--- src/pkg/mmd_defines.svh ---
// constants for the memory map decoder
// assumes a 16-bit cpu address space
`ifndef MMD_DEFINES_SVH
`define MMD_DEFINES_SVH
`define MMD_IO_LO 16'h0000
`define MMD_IO_HI 16'h007f
`define MMD_GAP_LO 16'h0080
`define MMD_RAM_LO 16'h0090
`define MMD_DIR_HI 16'h00ff
`define MMD_EXT_LO 16'h0100
`define MMD_EXT_HI_L 16'h047f
`define MMD_EXT_HI_M 16'h027f
`define MMD_EXT_HI_S 16'h017f
`define MMD_GPR_HI_ML 16'h01ff
`define MMD_GPR_HI_S 16'h017f
`define MMD_XIO_LO 16'h0f80
`define MMD_XIO_HI 16'h0fff
`define MMD_FL_LO 16'hb000
`define MMD_FL_4K_END 16'hbfff
`define MMD_FL_S_HI_LO 16'hf000
`define MMD_FL_M_HI_LO 16'he000
`define MMD_NVR_LO 16'hffbc
`define MMD_NVR_HI 16'hffbf
`define MMD_VEC_LO 16'hffc0
`define MMD_VEC_HI 16'hffff
`define MMD_MODE_ADDR 16'hfffd
`define MMD_MODE_SINGLE 8'h00
`define MMD_RAM_SZ_S 16'd240
`define MMD_RAM_SZ_M 16'd496
`define MMD_RAM_SZ_L 16'd1008
`endif

--- src/pkg/mmd_pkg.sv ---
// types shared by the memory map decoder
// assumes mmd_defines.svh for the numeric constants
package mmd_pkg;
  typedef enum logic [1:0] {
    MMD_VAR_SMALL = 2'b00,
    MMD_VAR_MEDIUM = 2'b01,
    MMD_VAR_LARGE = 2'b10
  } mmd_variant_t;

  typedef enum logic [2:0] {
    MMD_REG_PROHIBITED = 3'b000,
    MMD_REG_IO = 3'b001,
    MMD_REG_XIO = 3'b010,
    MMD_REG_RAM = 3'b011,
    MMD_REG_NVR = 3'b100,
    MMD_REG_VECTOR = 3'b101,
    MMD_REG_FLASH = 3'b110
  } mmd_region_t;

  typedef struct packed {
    mmd_region_t region;
    logic direct;
    logic ext_direct;
    logic gp_reg;
    logic violation;
  } mmd_decode_t;

  typedef enum logic [1:0] {
    MMD_BOOT_MODE = 2'b00,
    MMD_BOOT_VECTOR = 2'b01,
    MMD_BOOT_RUN = 2'b10,
    MMD_BOOT_HALT = 2'b11
  } mmd_boot_t;
endpackage : mmd_pkg

--- src/rtl/mmd_decoder.sv ---
// memory map decoder: classifies cpu addresses, sequences the boot fetch,
// and selects the reset pin function.
// assumes cpu address and strobe come from logic on the same clock.
`include "mmd_defines.svh"

module mmd_decoder
  import mmd_pkg::*;
#(
  parameter mmd_variant_t VARIANT = MMD_VAR_LARGE
) (
  input wire logic clock,
  input wire logic reset,
  input wire logic [15:0] cpu_addr,
  input wire logic cpu_access,
  input wire logic [7:0] cpu_rdata,
  input wire logic reset_output_enable_bit,
  input wire logic reset_pin_function_select,
  input wire logic port_f_bit2_out,
  input wire logic port_f_bit2_dir,
  input wire logic internal_reset_req,
  input wire logic pin_rst_in,
  output logic pin_rst_out,
  output logic pin_rst_oe_n,
  output logic pin_reset_req,
  output logic port_f_bit2_in,
  output mmd_decode_t dec_q,
  output logic access_violation_q,
  output logic [15:0] boot_fetch_addr,
  output mmd_boot_t boot_state_q,
  output logic mode_error_q
);

  // variant dependent limits
  localparam logic [15:0] RAM_HI = (VARIANT == MMD_VAR_SMALL) ? `MMD_RAM_LO + `MMD_RAM_SZ_S - 16'd1 :
                                   (VARIANT == MMD_VAR_MEDIUM) ? `MMD_RAM_LO + `MMD_RAM_SZ_M - 16'd1 :
                                   `MMD_RAM_LO + `MMD_RAM_SZ_L - 16'd1;
  localparam logic [15:0] EXT_HI = (VARIANT == MMD_VAR_SMALL) ? `MMD_EXT_HI_S :
                                   (VARIANT == MMD_VAR_MEDIUM) ? `MMD_EXT_HI_M : `MMD_EXT_HI_L;
  localparam logic [15:0] GPR_HI = (VARIANT == MMD_VAR_SMALL) ? `MMD_GPR_HI_S : `MMD_GPR_HI_ML;
  localparam logic [15:0] FL_HI_LO = (VARIANT == MMD_VAR_SMALL) ? `MMD_FL_S_HI_LO :
                                     (VARIANT == MMD_VAR_MEDIUM) ? `MMD_FL_M_HI_LO : `MMD_FL_LO;

  wire logic in_io = cpu_addr <= `MMD_IO_HI;
  wire logic in_xio = (cpu_addr >= `MMD_XIO_LO) && (cpu_addr <= `MMD_XIO_HI);
  wire logic in_ram = (cpu_addr >= `MMD_RAM_LO) && (cpu_addr <= RAM_HI);
  wire logic in_gap = (cpu_addr >= `MMD_GAP_LO) && (cpu_addr < `MMD_RAM_LO);
  wire logic in_dir = (cpu_addr >= `MMD_RAM_LO) && (cpu_addr <= `MMD_DIR_HI);
  wire logic in_ext = (cpu_addr >= `MMD_EXT_LO) && (cpu_addr <= EXT_HI);
  wire logic in_gpr = (cpu_addr >= `MMD_EXT_LO) && (cpu_addr <= GPR_HI);
  wire logic in_vec = cpu_addr >= `MMD_VEC_LO;
  wire logic in_nvr = (cpu_addr >= `MMD_NVR_LO) && (cpu_addr <= `MMD_NVR_HI);
  // the small and medium parts carry a 4 Kbyte block at b000 and a top block
  wire logic in_fl_low = (VARIANT != MMD_VAR_LARGE) && (cpu_addr >= `MMD_FL_LO) &&
                         (cpu_addr <= `MMD_FL_4K_END);
  wire logic in_flash = in_fl_low || (cpu_addr >= FL_HI_LO);

  mmd_region_t region_c;
  always_comb begin
    if (in_io) begin
      region_c = MMD_REG_IO;
    end else if (in_ram) begin
      region_c = MMD_REG_RAM;
    end else if (in_xio) begin
      region_c = MMD_REG_XIO;
    end else if (in_vec) begin
      region_c = MMD_REG_VECTOR;
    end else if (in_nvr) begin
      region_c = MMD_REG_NVR;
    end else if (in_flash) begin
      region_c = MMD_REG_FLASH;
    end else begin
      region_c = MMD_REG_PROHIBITED;
    end
  end

  mmd_decode_t dec_d;
  assign dec_d.region = region_c;
  assign dec_d.direct = in_io || in_dir;
  assign dec_d.ext_direct = in_ext;
  assign dec_d.gp_reg = in_gpr;
  assign dec_d.violation = cpu_access && (region_c == MMD_REG_PROHIBITED);

  // registered so the decode lines up with the cpu data phase
  always_ff @(posedge clock) begin
    if (reset) begin
      dec_q <= '0;
      access_violation_q <= 1'b0;
    end else if (cpu_access) begin
      dec_q <= dec_d;
      access_violation_q <= dec_d.violation;
    end else begin
      access_violation_q <= 1'b0;
    end
  end

  // boot fetch: mode byte first, then the reset vector high and low bytes
  mmd_boot_t boot_state_d;
  logic vec_lo_q;
  logic vec_lo_d;
  always_comb begin
    boot_state_d = boot_state_q;
    vec_lo_d = vec_lo_q;
    unique case (boot_state_q)
      MMD_BOOT_MODE: begin
        if (cpu_access) begin
          boot_state_d = (cpu_rdata == `MMD_MODE_SINGLE) ? MMD_BOOT_VECTOR : MMD_BOOT_HALT;
        end
      end
      MMD_BOOT_VECTOR: begin
        if (cpu_access) begin
          vec_lo_d = 1'b1;
          if (vec_lo_q) begin
            boot_state_d = MMD_BOOT_RUN;
          end
        end
      end
      MMD_BOOT_RUN: begin
        boot_state_d = MMD_BOOT_RUN;
      end
      MMD_BOOT_HALT: begin
        boot_state_d = MMD_BOOT_HALT;
      end
    endcase
  end

  // vector at fffe/ffff follows the mode byte
  assign boot_fetch_addr = (boot_state_q == MMD_BOOT_MODE) ? `MMD_MODE_ADDR :
                           vec_lo_q ? `MMD_VEC_HI : (`MMD_MODE_ADDR + 16'd1);

  always_ff @(posedge clock) begin
    if (reset) begin
      boot_state_q <= MMD_BOOT_MODE;
      vec_lo_q <= 1'b0;
      mode_error_q <= 1'b0;
    end else begin
      boot_state_q <= boot_state_d;
      vec_lo_q <= vec_lo_d;
      mode_error_q <= boot_state_d == MMD_BOOT_HALT;
    end
  end

  // reset pin: synchronise the pad, then select reset or port function
  logic rst_meta_q;
  logic rst_sync_q;
  always_ff @(posedge clock) begin
    if (reset) begin
      rst_meta_q <= 1'b1;
      rst_sync_q <= 1'b1;
    end else begin
      rst_meta_q <= pin_rst_in;
      rst_sync_q <= rst_meta_q;
    end
  end

  // both select bits come up set, so the pin starts as a bidirectional reset
  wire logic drive_reset = reset_pin_function_select && reset_output_enable_bit && internal_reset_req;
  wire logic drive_port = !reset_pin_function_select && port_f_bit2_dir && !port_f_bit2_out;
  // open drain: only ever pulls low
  assign pin_rst_out = 1'b0;
  assign pin_rst_oe_n = !(drive_reset || drive_port);
  assign pin_reset_req = reset_pin_function_select && !rst_sync_q;
  assign port_f_bit2_in = rst_sync_q;
endmodule : mmd_decoder

--- config.mk ---
export PLATFORM = sky130hd
export DESIGN_NAME = mmd_decoder
export DESIGN_NICKNAME = d
export VERILOG_FILES = /design/src/pkg/mmd_pkg.sv /design/src/rtl/mmd_decoder.sv
export VERILOG_INCLUDE_DIRS = /design/src /design/src/pkg
export SDC_FILE = /design/constraint.sdc
export NUM_CORES = 1
export LEC_CHECK = 0
export BUFFER_PORTS_ARGS = -buffer_cell sky130_fd_sc_hd__clkbuf_2
export CAP_MARGIN = 20
export CORE_MARGIN = 2
export CORE_UTILIZATION = 41
export DETAILED_ROUTE_END_ITERATION = 7
export GPL_TIMING_DRIVEN = 0
export PLACE_DENSITY = 0.89
export SYNTH_ARGS = -nofsm -noshare
export SYNTH_HDL_FRONTEND = slang
export SYNTH_SLANG_ARGS = --single-unit
export TNS_END_PERCENT = 50
--- constraint.sdc ---
create_clock -name clock -period 2.8 [get_ports clock]
set_input_delay 0.14 -clock clock [delete_from_list [all_inputs] [get_ports clock]]
set_output_delay 0.14 -clock clock [all_outputs]
set_load 0.01 [all_outputs]
---- Word-level counts from Yosys, hierarchy flattened ----
Cells that the tools add are included.
storage, ports and cells
  output and inout bits ................... 31
  input port bits ......................... 33
  register bits after elaboration ......... 14
cells by class
  equal/unequal tests ..................... 4
  $lt $le $gt $ge ......................... 12
  reductions and logical operators ........ 23
  bitwise logic cells ..................... 1
  mux-type cells .......................... 13
operators by type and width
  cell                                                                      count
  16-bit >= comparator (second input constant)                              3
  3-bit 2-to-1 mux                                                          6
  16-bit by 12-bit >= comparator with 1-bit output (second input constant)  1
  16-bit by 8-bit >= comparator with 1-bit output (second input constant)   1
  16-bit by 9-bit >= comparator with 1-bit output (second input constant)   1
  16-bit by 11-bit <= comparator with 1-bit output (second input constant)  1
  16-bit by 12-bit <= comparator with 1-bit output (second input constant)  1
  16-bit <= comparator (second input constant)                              1
  16-bit by 7-bit <= comparator with 1-bit output (second input constant)   1
  16-bit by 8-bit <= comparator with 1-bit output (second input constant)   1
  16-bit by 9-bit <= comparator with 1-bit output (second input constant)   1
  1-bit logical AND                                                         12
  2-bit 2-to-1 mux                                                          5
  8-bit logical NOT                                                         1
  2-bit one-hot mux with 4 select lines                                     1
  2-bit == test (second input constant)                                     3
  1-bit logical NOT                                                         4
  3-bit logical NOT                                                         1
  2-bit by 1-bit == test with 1-bit output (second input constant)          1
  2-bit logical NOT                                                         1
  1-bit logical OR                                                          2
  2-bit AND reduction                                                       1
  2-bit OR reduction                                                        1
  1-bit 2-to-1 mux                                                          1
  1-bit inverter                                                            1

---- Logic depth before layout (Yosys ltp) ----
  depth in word-level cells ............... 9
  depth in mapped cells ................... 5

---- Least setup slack after synthesis ----
OpenSTA, ideal clock, no wires.
  kind .................................... input to register
  start point ............................. input cpu_addr[12]
  end point ............................... register dec_q[6] (netlist bit)
  arrival time ............................ 1.238 ns
  buffers on the path ..................... 0
  stages on the path ...................... 4
  required time ........................... 2.671 ns
  path slack .............................. 1.433 ns
  path through ............................ or4_4 -> o31a_1 -> a32oi_1 -> nor2_1
on the way
  longest elaborated chain between the ends .. 7
RTL lines
  element                                                RTL line                              source
  from (decl)                                            mmd_decoder.sv:13                     input wire logic [15:0] cpu_addr,
  16-bit >= comparator, or another cell as far along     mmd_decoder.sv:55                     wire logic in_flash = in_fl_low || (cpu_addr >= FL_HI_LO);
  3-bit 2-to-1 mux or 1-bit logical AND (tied branches)  mmd_decoder.sv:69, mmd_decoder.sv:51
  3-bit 2-to-1 mux                                       mmd_decoder.sv:67                     end else if (in_nvr) begin
  3-bit 2-to-1 mux                                       mmd_decoder.sv:65                     end else if (in_vec) begin
  3-bit 2-to-1 mux                                       mmd_decoder.sv:63                     end else if (in_xio) begin
  3-bit 2-to-1 mux                                       mmd_decoder.sv:61                     end else if (in_ram) begin
  3-bit 2-to-1 mux *                                     mmd_decoder.sv:59                     if (in_io) begin
  to (signal assigned)                                   mmd_decoder.sv:86                     dec_q <= '0;
  to (signal assigned)                                   mmd_decoder.sv:89                     dec_q <= dec_d;
  to (decl)                                              mmd_decoder.sv:26                     output mmd_decode_t dec_q,
Every way passes the cells marked *; elsewhere a longest branch is shown, timed or not.
A chain may end at the register's enable or synchronous reset.

---- Worst setup path in the final report ----
  start point ............................. input cpu_addr[12]
  end point ............................... register dec_q[4] (netlist bit)
on the way
  longest elaborated chain between the ends .. 7
RTL lines
  element                                                                        RTL line           source
  16-bit >= comparator (no source line) or 16-bit <= comparator (tied branches)  -
  1-bit logical AND                                                              mmd_decoder.sv:51  wire logic in_nvr = (cpu_addr >= `MMD_NVR_LO) && (cpu_addr <= `MMD_NVR_HI);
  3-bit 2-to-1 mux                                                               mmd_decoder.sv:67
  3-bit 2-to-1 mux                                                               mmd_decoder.sv:65
  3-bit 2-to-1 mux                                                               mmd_decoder.sv:63
  3-bit 2-to-1 mux                                                               mmd_decoder.sv:61
  3-bit 2-to-1 mux *                                                             mmd_decoder.sv:59
Marked as above.

==> summary.md <==
| Metric | Value |
|---|---|
| Die area | `around 2400 um^2` |
| Number of CTS-inserted buffers | `3` |
| CP bufs+invs | `1` |
| Hold Path Class | `in2reg` |
| Routed via count | `between 900 and 1000` |
| DP Area | `approximately 1100 um^2` |
| Status | `completed` |
| Startpoint types | `input port` |
| CP endpoint kind | `flop` |
| Overall routing resource usage | `a little under a fifth` |
| Worst path arrival time | `between 1.5 and 2 ns` |
| CP max FO | `5` |
| First-pass GRT wire length | `roughly 3.6 mm` |
| Multi-input logic area | `~450 um^2` |
| Synth warn | `0` |
| Setup TNS | `0 ns` |
| Max clock buf depth | `2` |
| Critical path's top delay family | `simple AND/OR/NAND/NOR gates` |
| Cell count after synthesis | `approximately 100` |
| Lkg Pwr | `around 0.57 nW` |
| Clock H-tree levels | `1` |
| Maxcap violations | `0` |
| Final setup vio count | `0` |
| Register Area | `280 um^2` |
| Core Rows | `16` |
| Hpwl dp | `1.69 mm` |
| Largest net degree at the start of global routing | `11` |
| CP required | `2.99 ns` |
| DRT Pass-1 Iters | `4` |
| Clock Sinks | `14` |
| Post-route cell area | `~1200 um^2` |
| Internal reg-to-reg setup slack | `1.83 ns` |
| Max-slew violation count | `0` |
| Critical Setup Path Class | `in2reg` |
| Register bit total from synthesis | `14` |
| CP Cell Sequence | `clkbuf_2 > or4_4 > nor2_1 > nand2_1 > a311oi_2` |
| Crit path largest cell delay | `roughly 0.56 ns` |
| Peak VDD IR | `roughly 0.00020 V` |
| Post-CTS Hold Fix Bufs | `0` |
| DRC | `0` |
| Minimum clock period | `1.34 ns` |
| Final period util | `a little under half` |
| Routed vias/inst | `between 4 and 5` |
| IO Count | `64` |
| Routability congestion estimate | `between 0.8 and 0.9` |
| Post_cts resized | `0` |
| Clk_skew | `0.000407 ns` |
| Initial antenna violation count | `0` |
| Clk Latency, worst-skew pair | `approximately 0.28 ns` |
| IO Port Bufs | `45` |
| Yosys cell types | `35` |
| # fillers | `198` |
| Nets | `between 150 and 200` |
| Die width | `approximately 49 um` |
| P per Cell Area | `roughly 400 nW/um^2` |
| CTS tree | `built` |
| Mean Syn Cell Area | `8.10 um^2` |
| N_diodes | `0` |
| Vias in the first global route | `between 800 and 900` |
| Core footprint | `1920 um^2` |
| Iteration-0 DRC Markers | `12` |
| Routed WL per cell | `roughly 11 um` |
| Post-CTS Setup Inserts | `0` |
| Clock-pin slew on the worst setup and hold paths | `approximately 0.080 ns` |
| Most common cell after layout, fill and taps aside | `clkbuf_2` |
| RSZ-0062 raised after global routing | `no` |
| WHS | `about 0.045 ns` |
| Share of cells above drive strength 1 | `42.9%` |
| Crit path max-delay cell type | `or4_4` |
| Total gr overflow | `0` |
| Commonest non-fill, non-tap cells in the layout | `clkbuf_2 (45), buf_4 (15), conb_1 (15)` |
| Mapped Area | `roughly 820 um^2` |
| Root buf cell | `clkbuf_4` |
| Routed WL | `2.00 mm` |
| Highest clock rate | `0.748 GHz` |
| Starting Density | `between 40% and 50%` |
| Fraction of the yosys area taken by sequential cells | `roughly 34%` |
| Area growth syn-to-layout | `42.0%` |
| Hold Violations, Final | `0` |
| Vert. Die Dim | `roughly 49 um` |
| Final ANT Viol Nets | `0` |
[area by class of cell]
class                      count  area share (%)
buffer                        17            10.3
clock buffer                   4            3.12
inverter                       4            1.29
multi-input combinational     79            38.9
sequential                    14            24.1
tap                           27            2.91
timing repair buffer          45            19.4
[per-layer routing]
layer	vias up	part of all wire, %	global-route usage, %
li1	461	-	-
met1	389	38	19.0
met2	58	50	35.2
met3	2	11	5.56
met4	0	0.80	7.14
met5	-	0	0
[final timing paths]
kind	from	to	depth (start not counted)
hold reg to reg	rst_meta_q	port_f_bit2_in	1
setup reg to reg	boot_state_q[1]	mode_error_q	4
hold / removal	pin_rst_in	rst_meta_q	2
setup / recovery	cpu_addr[12]	dec_q[4]	5
[flip-flops by register name, indices dropped and copies added, names as in the netlist]
signal              count
vec_lo_q                1
mode_error_q            1
boot_state_q            2
rst_meta_q              1
port_f_bit2_in          1
dec_q                   7
access_violation_q      1
[cells by family after synthesis]
family / after synthesis / share of synthesized area [%]
AND/OR/NAND/NOR: 41 / 27.2
AO/OA/AOI/OAI: 23 / 21.1
buffers and inverters: 21 / 16.5
flip-flops: 14 / 34.3
other: 2 / 0.918
[per-stage QoR]
stage / worst slack (ns) / instances / power [mW] / util (%)
after detailed placement: 1.19 / 186 / 0.333 / 58.6
final: 1.46 / 190 / 0.473 / 60.5
after global placement: 1.26 / 186 / 0.328 / 58.6
after floorplan: 1.43 / 114 / 0.285 / -
after global routing: 1.44 / 190 / 0.503 / 60.5
after CTS: 1.48 / 190 / 0.474 / 60.5
[power breakdown]
part	switching [mW]	internal (mW)	total (mW)
clock	0.0647	0.0791	0.144
sequential	0.00627	0.209	0.215
combinational	0.0590	0.0547	0.114
total	0.130	0.343	0.473
[cells in the mapped netlist]
cell type  instances  area [um^2]
nor4_1             3         18.8
buf_4             15          113
or4b_1             1         10.0
a31oi_1            3         18.8
a21oi_1            5         25.0
nand2_1            5         18.8
or4_1              2         15.0
a211oi_1           1         7.51
nand2b_1           2         12.5
clkbuf_1           2         7.51
nor3_1             3         15.0
conb_1             2         7.51
inv_1              4         15.0
o21ai_0            2         10.0
or2_2              3         18.8
o211ai_1           1         7.51
nor3b_1            1         7.51
or4_4              1         11.3
o32ai_1            1         8.76
o221ai_1           1         8.76
dfxtp_1           14          280
a2bb2oi_1          1         8.76
a311oi_2           1         15.0
a311oi_1           1         8.76
o31a_1             1         8.76
a21bo_1            1         10.0
a32oi_1            1         8.76
nor2_1            11         41.3
nand3b_1           1         7.51
nor2b_1            4         25.0
a2111oi_0          1         8.76
a41oi_1            1         8.76
nand3_1            3         15.0
nand4_1            1         6.26
a21o_2             1         8.76
Note: power is estimated with default switching activity, not from simulation.
